--- src/verilog/lfs_defs.vh ---
// Constants for the LED fault supervisor
`ifndef LFS_DEFS_VH
`define LFS_DEFS_VH

// -----------------------------------------------------------------------------
// Fault-delay levels, microvolts, counter unit is 1 uV
// -----------------------------------------------------------------------------
`define LFS_DLY_W          24
`define LFS_DLY_MAX_UV     24'd3600000
`define LFS_DLY_SD_UV      24'd2800000
`define LFS_DLY_RESTART_UV 24'd350000
// Charge per clock with a notional delay capacitor: uV per cycle
`define LFS_STEP_W         16
`define LFS_CHG_STEP       16'h0039
`define LFS_DIS_STEP       16'h0002

// -----------------------------------------------------------------------------
// Timing
// -----------------------------------------------------------------------------
`define LFS_CLK_MHZ        40
`define LFS_BLANK_NS       1600
`define LFS_BLANK_CYC      ((`LFS_BLANK_NS * `LFS_CLK_MHZ + 999) / 1000)
`define LFS_BLANK_W        7
`define LFS_SS_CYC_W       16
`define LFS_SS_CYC         16'h0FA0
// Edges from reset release until the strap pin has crossed both sync flops
`define LFS_STRAP_CYC      2'h2

// -----------------------------------------------------------------------------
// Input bit positions in the raw comparator vector
// -----------------------------------------------------------------------------
`define LFS_IN_N           10
`define LFS_B_SC_LO        0
`define LFS_B_SC_HI        1
`define LFS_B_OVP          2
`define LFS_B_UVP          3
`define LFS_B_CFB_LOW      4
`define LFS_B_ILIM         5
`define LFS_B_UNDERVOLTAGE_LOCKOUT         6
`define LFS_B_EN           7
`define LFS_B_TSD          8
`define LFS_B_THM          9

`endif

--- src/verilog/lfs_dly_timer.v ---
// Fault-delay timer: up/down counter standing in for the delay capacitor
`timescale 1ns/1ps
`include "lfs_defs.vh"
module lfs_dly_timer (
	input  wire                     clk_sys,
	input  wire                     sys_rst,
	input  wire                     charge,
	input  wire                     discharge,
	input  wire                     hold_max,
	input  wire                     hold_sd,
	input  wire                     clear,
	input  wire [`LFS_STEP_W-1:0]   chg_step,
	input  wire [`LFS_STEP_W-1:0]   dis_step,
	output reg  [`LFS_DLY_W-1:0]    level
);

	wire [`LFS_DLY_W:0] up = {1'b0, level} + {{(`LFS_DLY_W+1-`LFS_STEP_W){1'b0}}, chg_step};
	wire [`LFS_DLY_W-1:0] dn_step = {{(`LFS_DLY_W-`LFS_STEP_W){1'b0}}, dis_step};

	always @(posedge clk_sys) begin
		if (sys_rst || clear) begin
			level <= {`LFS_DLY_W{1'b0}};
		end else if (hold_sd) begin
			level <= `LFS_DLY_SD_UV;
		end else if (hold_max) begin
			level <= `LFS_DLY_MAX_UV;
		end else if (charge) begin
			// Saturates at the upper clamp
			if (up >= {1'b0, `LFS_DLY_MAX_UV})
				level <= `LFS_DLY_MAX_UV;
			else
				level <= up[`LFS_DLY_W-1:0];
		end else if (discharge) begin
			if (level > dn_step)
				level <= level - dn_step;
			else
				level <= {`LFS_DLY_W{1'b0}};
		end
	end
endmodule

--- src/verilog/lfs_fault_supervisor.v ---
// Fault supervisor for a three-string LED driver with boost controller
//
// Notes on behaviour
// - Type 1 or Type 2 fault charges the fault-delay timer at charge step.
// - Type 1 keeps regulating; timer saturates at upper limit, no shutdown.
// - Type 2 shuts down at threshold; without restart timer held at top.
// - Delay node forced to ground disables Type 2 shutdown; debug only.
// - Non-cathode fault clearing before shutdown discharges timer slowly.
// - LED-on-only faults freeze timer during LED-off time.
// - Short-sense detection blanked for a fixed time after each string turn-on.
// - Undervoltage, enable low, overtemp, thermistor: standby, no charge, soft-start.
// - Without auto-restart stay shut down until a Type 3 condition: undervoltage, enable low, overtemp or thermistor.
// - Strings-off output grounded at startup selects auto-restart mode.
// - Auto-restart discharges from shutdown level, restarts at restart level.
// - After overvoltage shutdown hold timer until overvoltage clears.
// - Auto-restart repeats shutdown, discharge, soft-start without limit.
// - Short-sense above first level is Type 1; clamp node, keep regulating.
// - Anode feedback above overvoltage level raises Type 2.
// - Anode over/undervoltage monitored in LED-on and LED-off periods.
// - Short-sense at short-circuit level raises Type 2.
// - Anode feedback below undervoltage level raises Type 2.
// - Cathode low at soft-start end latches Type 2 until shutdown.
`timescale 1ns/1ps
`include "lfs_defs.vh"
module lfs_fault_supervisor (
	input  wire                     clk_sys,
	input  wire                     sys_rst,
	input  wire                     short_sense_lo,
	input  wire                     short_sense_hi,
	input  wire                     output_overvoltage,
	input  wire                     anode_undervoltage,
	input  wire                     cathode_feedback_low,
	input  wire                     current_limit,
	input  wire                     undervoltage_lockout,
	input  wire                     enable,
	input  wire                     die_overtemp,
	input  wire                     led_thermistor_low,
	input  wire                     dim_on,
	input  wire                     dly_grounded,
	input  wire                     strings_off_in,
	input  wire [`LFS_STEP_W-1:0]   chg_step,
	input  wire [`LFS_STEP_W-1:0]   dis_step,
	output reg                      strings_off_output,
	output reg                      strings_off_oe_n,
	output reg                      regulate_en,
	output reg                      boost_en,
	output reg                      soft_start,
	output reg                      short_sense_clamp,
	output reg                      fault_type1,
	output reg                      fault_type2,
	output reg                      fault_type3,
	output reg                      auto_restart,
	output reg                      shutdown,
	output reg  [`LFS_DLY_W-1:0]    dly_level
);

	// -------------------------------------------------------------------------
	// States
	// -------------------------------------------------------------------------
	localparam [4:0] ST_STANDBY = 5'h01;
	localparam [4:0] ST_SOFT    = 5'h02;
	localparam [4:0] ST_RUN     = 5'h04;
	localparam [4:0] ST_SHUT    = 5'h08;
	localparam [4:0] ST_RESTART = 5'h10;

	// -------------------------------------------------------------------------
	// State decode
	// -------------------------------------------------------------------------
	// One-hot membership test; code may hold several states at once
	function in_state;
		input [4:0] st;
		input [4:0] code;
		begin
			in_state = |(st & code);
		end
	endfunction

	// -------------------------------------------------------------------------
	// Input synchronisers
	// -------------------------------------------------------------------------
	wire [`LFS_IN_N-1:0] raw_in;
	reg  [`LFS_IN_N-1:0] sync_a;
	reg  [`LFS_IN_N-1:0] sync_b;
	reg  [2:0]           misc_a;
	reg  [2:0]           misc_b;

	assign raw_in[`LFS_B_SC_LO]   = short_sense_lo;
	assign raw_in[`LFS_B_SC_HI]   = short_sense_hi;
	assign raw_in[`LFS_B_OVP]     = output_overvoltage;
	assign raw_in[`LFS_B_UVP]     = anode_undervoltage;
	assign raw_in[`LFS_B_CFB_LOW] = cathode_feedback_low;
	assign raw_in[`LFS_B_ILIM]    = current_limit;
	assign raw_in[`LFS_B_UNDERVOLTAGE_LOCKOUT]    = undervoltage_lockout;
	assign raw_in[`LFS_B_EN]      = enable;
	assign raw_in[`LFS_B_TSD]     = die_overtemp;
	assign raw_in[`LFS_B_THM]     = led_thermistor_low;

	// Comparator outputs are asynchronous to clk_sys
	always @(posedge clk_sys) begin
		if (sys_rst) begin
			sync_a <= {`LFS_IN_N{1'b0}};
			sync_b <= {`LFS_IN_N{1'b0}};
		end else begin
			sync_a <= raw_in;
			sync_b <= sync_a;
		end
	end

	// Dimming phase, delay-node ground and strap pin; the strap value is
	// not trusted until both flops have seen the pin
	always @(posedge clk_sys) begin
		if (sys_rst) begin
			misc_a <= 3'h0;
			misc_b <= 3'h0;
		end else begin
			misc_a <= {strings_off_in, dly_grounded, dim_on};
			misc_b <= misc_a;
		end
	end

	wire s_sc_lo  = sync_b[`LFS_B_SC_LO];
	wire s_sc_hi  = sync_b[`LFS_B_SC_HI];
	wire s_ovp    = sync_b[`LFS_B_OVP];
	wire s_uvp    = sync_b[`LFS_B_UVP];
	wire s_cfb_lo = sync_b[`LFS_B_CFB_LOW];
	wire s_ilim   = sync_b[`LFS_B_ILIM];
	wire s_undervoltage_lockout   = sync_b[`LFS_B_UNDERVOLTAGE_LOCKOUT];
	wire s_en     = sync_b[`LFS_B_EN];
	wire s_tsd    = sync_b[`LFS_B_TSD];
	wire s_thm    = sync_b[`LFS_B_THM];
	wire s_dim    = misc_b[0];
	wire s_dlygnd = misc_b[1];
	wire s_off_in = misc_b[2];

	// -------------------------------------------------------------------------
	// State and blanking
	// -------------------------------------------------------------------------
	reg  [4:0]               state;
	reg  [4:0]               next_state;
	reg  [`LFS_BLANK_W-1:0]  blank_cnt;
	reg  [`LFS_SS_CYC_W-1:0] ss_cnt;
	reg                      dim_prev;
	reg                      cath_latch;
	reg                      ovp_shut;
	reg                      strap_done;
	reg  [1:0]               strap_cnt;

	wire leds_on   = (state == ST_RUN) && s_dim;
	wire blank_end = (blank_cnt == `LFS_BLANK_CYC);
	wire sense_ok  = leds_on && blank_end;

	// Blanking counter restarts on every turn-on edge
	always @(posedge clk_sys) begin
		if (sys_rst) begin
			blank_cnt <= {`LFS_BLANK_W{1'b0}};
			dim_prev  <= 1'b0;
		end else begin
			dim_prev <= leds_on;
			if (!leds_on || !dim_prev)
				blank_cnt <= {`LFS_BLANK_W{1'b0}};
			else if (!blank_end)
				blank_cnt <= blank_cnt + {{(`LFS_BLANK_W-1){1'b0}}, 1'b1};
		end
	end

	// -------------------------------------------------------------------------
	// Fault sorting
	// -------------------------------------------------------------------------
	// Type 3: standby, no timer action
	wire t3 = s_undervoltage_lockout || !s_en || s_tsd || s_thm;
	// Anode faults seen in both LED phases
	wire afb_fault = (state == ST_RUN) && (s_ovp || s_uvp);
	// Short-sense faults only valid after blanking in LED-on time
	wire sc_short  = sense_ok && s_sc_hi;
	wire ilim_f    = (state == ST_RUN) && s_ilim;
	wire t2 = afb_fault || sc_short || ilim_f || cath_latch;
	wire t1 = sense_ok && s_sc_lo && !s_sc_hi;
	// Freeze outside the sensed window: LED-off time and the blanking time
	// after each turn-on, unless an always-monitored fault is present.
	// Without this the blanking time would bleed the timer every period.
	wire steady_fault = afb_fault || cath_latch || ilim_f;
	wire frozen = (state == ST_RUN) && !sense_ok && !steady_fault;
	wire dly_at_sd  = (dly_level >= `LFS_DLY_SD_UV);
	wire dly_at_rst = (dly_level <= `LFS_DLY_RESTART_UV);

	// -------------------------------------------------------------------------
	// Next-state logic
	// -------------------------------------------------------------------------
	// Type 3 drops every state to standby at once; a grounded delay node
	// keeps the run state from ever reaching shutdown
	always @* begin
		next_state = state;
		case (state)
			ST_STANDBY: begin
				if (!t3 && strap_done)
					next_state = ST_SOFT;
			end
			ST_SOFT: begin
				if (t3)
					next_state = ST_STANDBY;
				else if (ss_cnt == `LFS_SS_CYC)
					next_state = ST_RUN;
			end
			ST_RUN: begin
				if (t3)
					next_state = ST_STANDBY;
				else if (t2 && dly_at_sd && !s_dlygnd)
					next_state = ST_SHUT;
			end
			ST_SHUT: begin
				if (t3)
					next_state = ST_STANDBY;
				else if (auto_restart)
					next_state = ST_RESTART;
			end
			ST_RESTART: begin
				if (t3)
					next_state = ST_STANDBY;
				else if (!ovp_shut && dly_at_rst)
					next_state = ST_SOFT;
			end
			default: next_state = ST_STANDBY;
		endcase
	end

	// Outputs decode next_state so they change on the same edge as state
	always @(posedge clk_sys) begin
		if (sys_rst)
			state <= ST_STANDBY;
		else
			state <= next_state;
	end

	// -------------------------------------------------------------------------
	// Soft-start, cathode check, strap sampling
	// -------------------------------------------------------------------------
	always @(posedge clk_sys) begin
		if (sys_rst) begin
			ss_cnt       <= {`LFS_SS_CYC_W{1'b0}};
			cath_latch   <= 1'b0;
			ovp_shut     <= 1'b0;
			strap_done   <= 1'b0;
			strap_cnt    <= 2'h0;
			auto_restart <= 1'b0;
		end else begin
			if (state == ST_SOFT)
				ss_cnt <= ss_cnt + {{(`LFS_SS_CYC_W-1){1'b0}}, 1'b1};
			else
				ss_cnt <= {`LFS_SS_CYC_W{1'b0}};
			// Latched so the timer runs to shutdown even if the short clears
			if (state == ST_SOFT && next_state == ST_RUN && s_cfb_lo)
				cath_latch <= 1'b1;
			else if (state != ST_RUN)
				cath_latch <= 1'b0;
			if (state == ST_RUN && next_state == ST_SHUT)
				ovp_shut <= s_ovp;
			else if (!s_ovp)
				ovp_shut <= 1'b0;
			// Strap read once the pin has passed both sync flops; the
			// flops hold their reset value for the first two edges
			if (!strap_done) begin
				if (strap_cnt == `LFS_STRAP_CYC) begin
					strap_done   <= 1'b1;
					auto_restart <= !s_off_in;
				end else begin
					strap_cnt <= strap_cnt + 2'h1;
				end
			end
		end
	end

	// -------------------------------------------------------------------------
	// Timer control
	// -------------------------------------------------------------------------
	wire any_fault = t1 || t2;
	wire tm_clear  = (state == ST_STANDBY) || (state == ST_SOFT);
	// Auto-restart discharge always starts from the shutdown level
	wire tm_hold_sd  = ((state == ST_RESTART) && ovp_shut)
	                   || ((state == ST_SHUT) && auto_restart);
	wire tm_hold_max = (state == ST_SHUT) && !auto_restart;
	// Type 3 is leaving the run state: no charge step on the way out
	wire tm_charge = (state == ST_RUN) && !frozen && any_fault
	                 && !t3;
	wire tm_dis    = ((state == ST_RUN) && !frozen && !any_fault)
	                 || (state == ST_RESTART) || (state == ST_SHUT);
	wire [`LFS_DLY_W-1:0] tm_level;

	lfs_dly_timer u_timer (
		.clk_sys   (clk_sys),
		.sys_rst   (sys_rst),
		.charge    (tm_charge),
		.discharge (tm_dis),
		.hold_max  (tm_hold_max),
		.hold_sd   (tm_hold_sd),
		.clear     (tm_clear || s_dlygnd),
		.chg_step  (chg_step),
		.dis_step  (dis_step),
		.level     (tm_level)
	);

	always @* dly_level = tm_level;

	// -------------------------------------------------------------------------
	// Outputs
	// -------------------------------------------------------------------------
	always @(posedge clk_sys) begin
		if (sys_rst) begin
			regulate_en        <= 1'b0;
			boost_en           <= 1'b0;
			soft_start         <= 1'b0;
			short_sense_clamp  <= 1'b0;
			fault_type1        <= 1'b0;
			fault_type2        <= 1'b0;
			fault_type3        <= 1'b0;
			shutdown           <= 1'b0;
		end else begin
			regulate_en        <= in_state(next_state, ST_RUN);
			boost_en           <= in_state(next_state, ST_RUN | ST_SOFT);
			soft_start         <= in_state(next_state, ST_SOFT);
			short_sense_clamp  <= t1;
			fault_type1        <= t1;
			fault_type2        <= t2;
			fault_type3        <= t3;
			shutdown           <= in_state(next_state, ST_SHUT | ST_RESTART);
		end
	end

	// -------------------------------------------------------------------------
	// Strings-off pin
	// -------------------------------------------------------------------------
	// Released until the strap has been read, so a grounded strap is not fought
	always @(posedge clk_sys) begin
		if (sys_rst) begin
			strings_off_output <= 1'b1;
			strings_off_oe_n   <= 1'b1;
		end else begin
			// High while strings are off, low only in LED-on time
			strings_off_output <= !(in_state(next_state, ST_RUN) && s_dim);
			strings_off_oe_n   <= !strap_done;
		end
	end
endmodule

--- config.mk ---
export PLATFORM = sky130hd
export DESIGN_NAME = lfs_fault_supervisor
export DESIGN_NICKNAME = d
export VERILOG_FILES = /design/src/verilog/lfs_dly_timer.v /design/src/verilog/lfs_fault_supervisor.v
export VERILOG_INCLUDE_DIRS = /design/src /design/src/verilog
export SDC_FILE = /design/constraint.sdc
export NUM_CORES = 1
export LEC_CHECK = 0
export ABC_CLOCK_PERIOD_IN_PS = 5300
export BUFFER_PORTS_ARGS = -buffer_cell sky130_fd_sc_hd__clkbuf_2
export CORE_ASPECT_RATIO = 0.7
export CORE_UTILIZATION = 57
export DETAILED_ROUTE_END_ITERATION = 12
export GPL_TIMING_DRIVEN = 0
export PLACE_DENSITY = 0.88
export SETUP_SLACK_MARGIN = 0.05
export SKIP_CTS_REPAIR_TIMING = 1
export SLEW_MARGIN = 5
export SYNTH_ARGS = -nofsm -noshare
export SYNTH_HDL_FRONTEND = slang
export SYNTH_SLANG_ARGS = --single-unit
--- constraint.sdc ---
create_clock -name clk_sys -period 5.3 [get_ports clk_sys]
set_input_delay 0.53 -clock clk_sys [delete_from_list [all_inputs] [get_ports clk_sys]]
set_output_delay 0.53 -clock clk_sys [all_outputs]
set_load 0.02 [all_outputs]
==> flow_results.org <==
** Run status
- The run finished with clean final reports.

** Worst setup path
- Critical path's largest stage delay :: 570 ps
- Capturing element type of the critical path :: flip-flop
- The critical path is of the reg2reg type.
- Data on the critical path is required at its endpoint by 5510 ps.
- STA classifies the critical path startpoint as a flip-flop.
- Cells traversed along the worst timing path :: ha_1, inv_1, fa_1, nand2b_1, a21o_1, a21oi_2, a31o_1, xnor2_1, and4bb_2, a211oi_2, o21ai_2, a2111oi_2
- In this run the worst path has a maximum fanout of 10.
- For this design, the slowest cell found on the critical path is sky130_fd_sc_hd__a211oi_2.
- Arrival @ worst endpoint :: 4200 ps

** Place
- Once placement finished, the instance area stood at 6695 µm².
- Number of buffers added on ports :: 80
- Detailed placement ended at an HPWL of 13.07 mm.
- Once placement completed, the tool counted placed cells totaling 976.
- Final RePlAce weighted congestion :: 0.9474

** STA
- RSZ-0062 raised after global routing :: no
- Final period utilization :: 0.7524
- The number of hold-slack violations in the final timing report was 0.
- For this run, the top clock speed supported by timing is 0.2508 GHz.
- The max-slew violation count came to 0.
- In the final timing run, aggregate negative setup slack is 0 ps.
- The worst path needs 3988 ps of the cycle, external delays included.
- Number of endpoints failing setup at the final stage :: 0
- For the pin with the worst max-slew slack, the measured transition is 892.8 ps.
- Measured against its own limit, the worst slew margin works out to 0.3993.
- Clock skew on the completed layout was measured at 11.64 ps.

** Global route
- Number of antenna violations at the first check in global routing :: 0
- For this run, the total global-route usage over all layers was measured as 0.3143.
- Congestion Overflow GR :: 0
- The number of global-route vias before repair came to 5429.
- Entering global routing, the biggest net connects 19 pins.
- The first global-routing pass estimated 27.39 mm of wire.

** Run
- Max-cap violations in this run came to 0.

** Synthesis
- After synthesis the cells add up to 6130 µm².
- Top_reg_cell synth :: sky130_fd_sc_hd__dfxtp_1
- In this run, synthesis produced a sequential element count of 92.
- Synthesis handed over a netlist of 764 instances.
- By area the synthesized netlist is led by sky130_fd_sc_hd__dfxtp_1 (30%), sky130_fd_sc_hd__ha_1 (7.6%), sky130_fd_sc_hd__xnor2_1 (5.4%).
- The share of the Yosys chip area taken by registers is 0.3005.
- Averaged over all synthesized cells, the footprint is 8.023 µm².
- Post-Syn Nets :: 850
- The netlist uses 78 different library cells.
- Post-synth ARST share :: 0
- Syn. warnings :: 0
- Of all cell types, the one taking the most synthesized area is sky130_fd_sc_hd__dfxtp_1.
- Counting flops with a built-in enable in the synthesized netlist gives 0.
- Share of the synthesized area in the top cell type :: 0.3005

** Drt
- In the routed design, unresolved DRC markers number 0.
- Vias per Instance :: 6.210
- The first routing iteration left 842 violations.
- The count of nets left with antenna violations once routing finished came out at 0.
- Vias after detailed routing :: 6160
- Wire per inst :: 17.40 µm
- The first detailed-routing pass took 6 iterations.
- Wire length reported by the detailed router :: 17.27 mm

** Floorplanning
- The floorplan step set the die width to 125.9 µm.
- The die covers 11180 µm².
- The floorplan has 31 rows.
- Initial Util :: 0.5897
- Core footprint :: 10400 µm²
- The die is 88.76 µm tall.
- I/O pins :: 82

** Clocking
- The clock drives 92 sinks.
- Maximum clock insertion buffer count :: 2
- TritonCTS built the clock tree.
- Clock tree synthesis inserted a total of 9 buffers.
- Clock tree synthesis selected as its root buffer the cell sky130_fd_sc_hd__clkbuf_16.
- Maximum level of the CTS H-tree :: 3
- After clock tree synthesis, the clock-pin slew on the worst setup and hold paths is 80 ps.
- Clock latency on the worst-skew pair, taken at its later pin, is 360 ps.

** Worst hold path
- Type of the tightest min-delay check :: in2reg

** Finish
- In the final layout, the share of cells above drive strength 1 is 0.1535.
- The library cell used most frequently in the layout, excluding fill and tap cells, is sky130_fd_sc_hd__dfxtp_1.
- Once layout is done, the placed cells without fillers occupy 6990 µm².
- Excluding fillers, the count of instances in the completed layout stands at 992.
- Nets :: 941
- From synthesis to final layout, the design area changed by 14.04%.
- Highest-count cells in the layout ignoring fill and taps :: sky130_fd_sc_hd__dfxtp_1 (92), sky130_fd_sc_hd__clkbuf_2 (80), sky130_fd_sc_hd__nor2_1 (74), sky130_fd_sc_hd__nand2_1 (61), sky130_fd_sc_hd__a21oi_1 (53)
- Count of filler cells inserted in the layout :: 868
- Diodes inserted :: 0

** Power and ir drop
- Dividing total power by cell area gives a power density of 216.7 nW/µm².
- The worst-case IR drop observed on VDD is 209.7 µV.
- P_leak :: 2.836 nW
-- critical path: cells and delay by family (launching register included) --
family	cells	cell delay, ps
compound gates	6	1970
buf+inv	1	70
fa+ha+maj	2	650
xor+xnor	1	220
flops	1	430
simple gates	2	490
-- power breakdown --
part	switching (W)	internal (W)	leakage (nW)
sequential	0.0000142	0.000713	0.748
clock	0.000306	0.000330	0.141
combinational	0.0000849	0.0000658	1.95
total	0.000405	0.00111	2.84
-- final cells by class --
| cell class | count | area (µm²) | area share |
|---|---|---|---|
| clock inverters | 7 | 70.07 | 0.01002 |
| well taps | 132 | 165.2 | 0.02363 |
| clock buffers | 9 | 225.2 | 0.03222 |
| plain buffers | 27 | 121.4 | 0.01736 |
| inverters | 37 | 138.9 | 0.01987 |
| repair buffers | 80 | 400.4 | 0.05728 |
| flip-flops and latches | 92 | 1842 | 0.2635 |
| multi-input cells | 608 | 4028 | 0.5762 |
-- synthesized netlist by cell type (10+ instances only) --
master,number
sky130_fd_sc_hd__nor2_1,74
sky130_fd_sc_hd__xor2_1,16
sky130_fd_sc_hd__clkbuf_1,19
sky130_fd_sc_hd__xnor2_1,38
sky130_fd_sc_hd__nand2b_1,10
sky130_fd_sc_hd__nand2_1,61
sky130_fd_sc_hd__a31oi_1,16
sky130_fd_sc_hd__nor2b_1,31
sky130_fd_sc_hd__dfxtp_1,92
sky130_fd_sc_hd__o211ai_1,12
sky130_fd_sc_hd__a21oi_1,53
sky130_fd_sc_hd__inv_1,36
sky130_fd_sc_hd__nand3_1,32
sky130_fd_sc_hd__nor3_1,15
sky130_fd_sc_hd__and3_1,11
sky130_fd_sc_hd__o21ai_0,46
sky130_fd_sc_hd__a21o_1,12
sky130_fd_sc_hd__ha_1,37
sky130_fd_sc_hd__a211oi_1,10
-- final timing paths --
path                      startpoint           endpoint  slack (ps)  cells past startpoint
hold / removal    led_thermistor_low          sync_a[9]         380                      2
setup / recovery    u_timer.level[0]  u_timer.level[16]        1310                     12
hold reg to reg           strap_done   strings_off_oe_n         420                      1
setup reg to reg    u_timer.level[0]  u_timer.level[16]        1310                     12
-- state kept, by name (all words and copies together), names as in the netlist, 2 cells and up --
register,count
ss_cnt,16
sync_a,10
misc_a,3
sync_b,10
u_timer.level,24
blank_cnt,7
strap_cnt,2
misc_b,3
state,5
-- per-layer routing --
layer	track usage	wire, µm	vias up
met2	0.4535	7010	361
li1	-	-	2946
met3	0.1094	2299	51
met5	0	0	-
met4	0.09529	337	0
met1	0.4389	7617	2802
-- logic make-up after synthesis --
family,share of synthesized area
muxes,0.004899
DFF,0.3005
AOI/OAI and AO/OA,0.2548
buffers and inverters,0.04246
adders and majority gates,0.08206
xor gates and xnor gates,0.07716
and+or+nand+nor,0.2382
-- through the flow --
stage                     setup WS (ps)  hold slack [ps]   power, W  utilization
final                              1312            379.0   0.001515       0.6725
after global routing               1165            381.9   0.001566       0.6725
after CTS                          1433            383.1   0.001512       0.6725
after detailed placement           1284            409.3  0.0008918       0.6441
after global placement             1302            397.9  0.0008832       0.6441
after floorplan                    1933            375.2  0.0008428            -
Power figures use the tool's default switching activity.
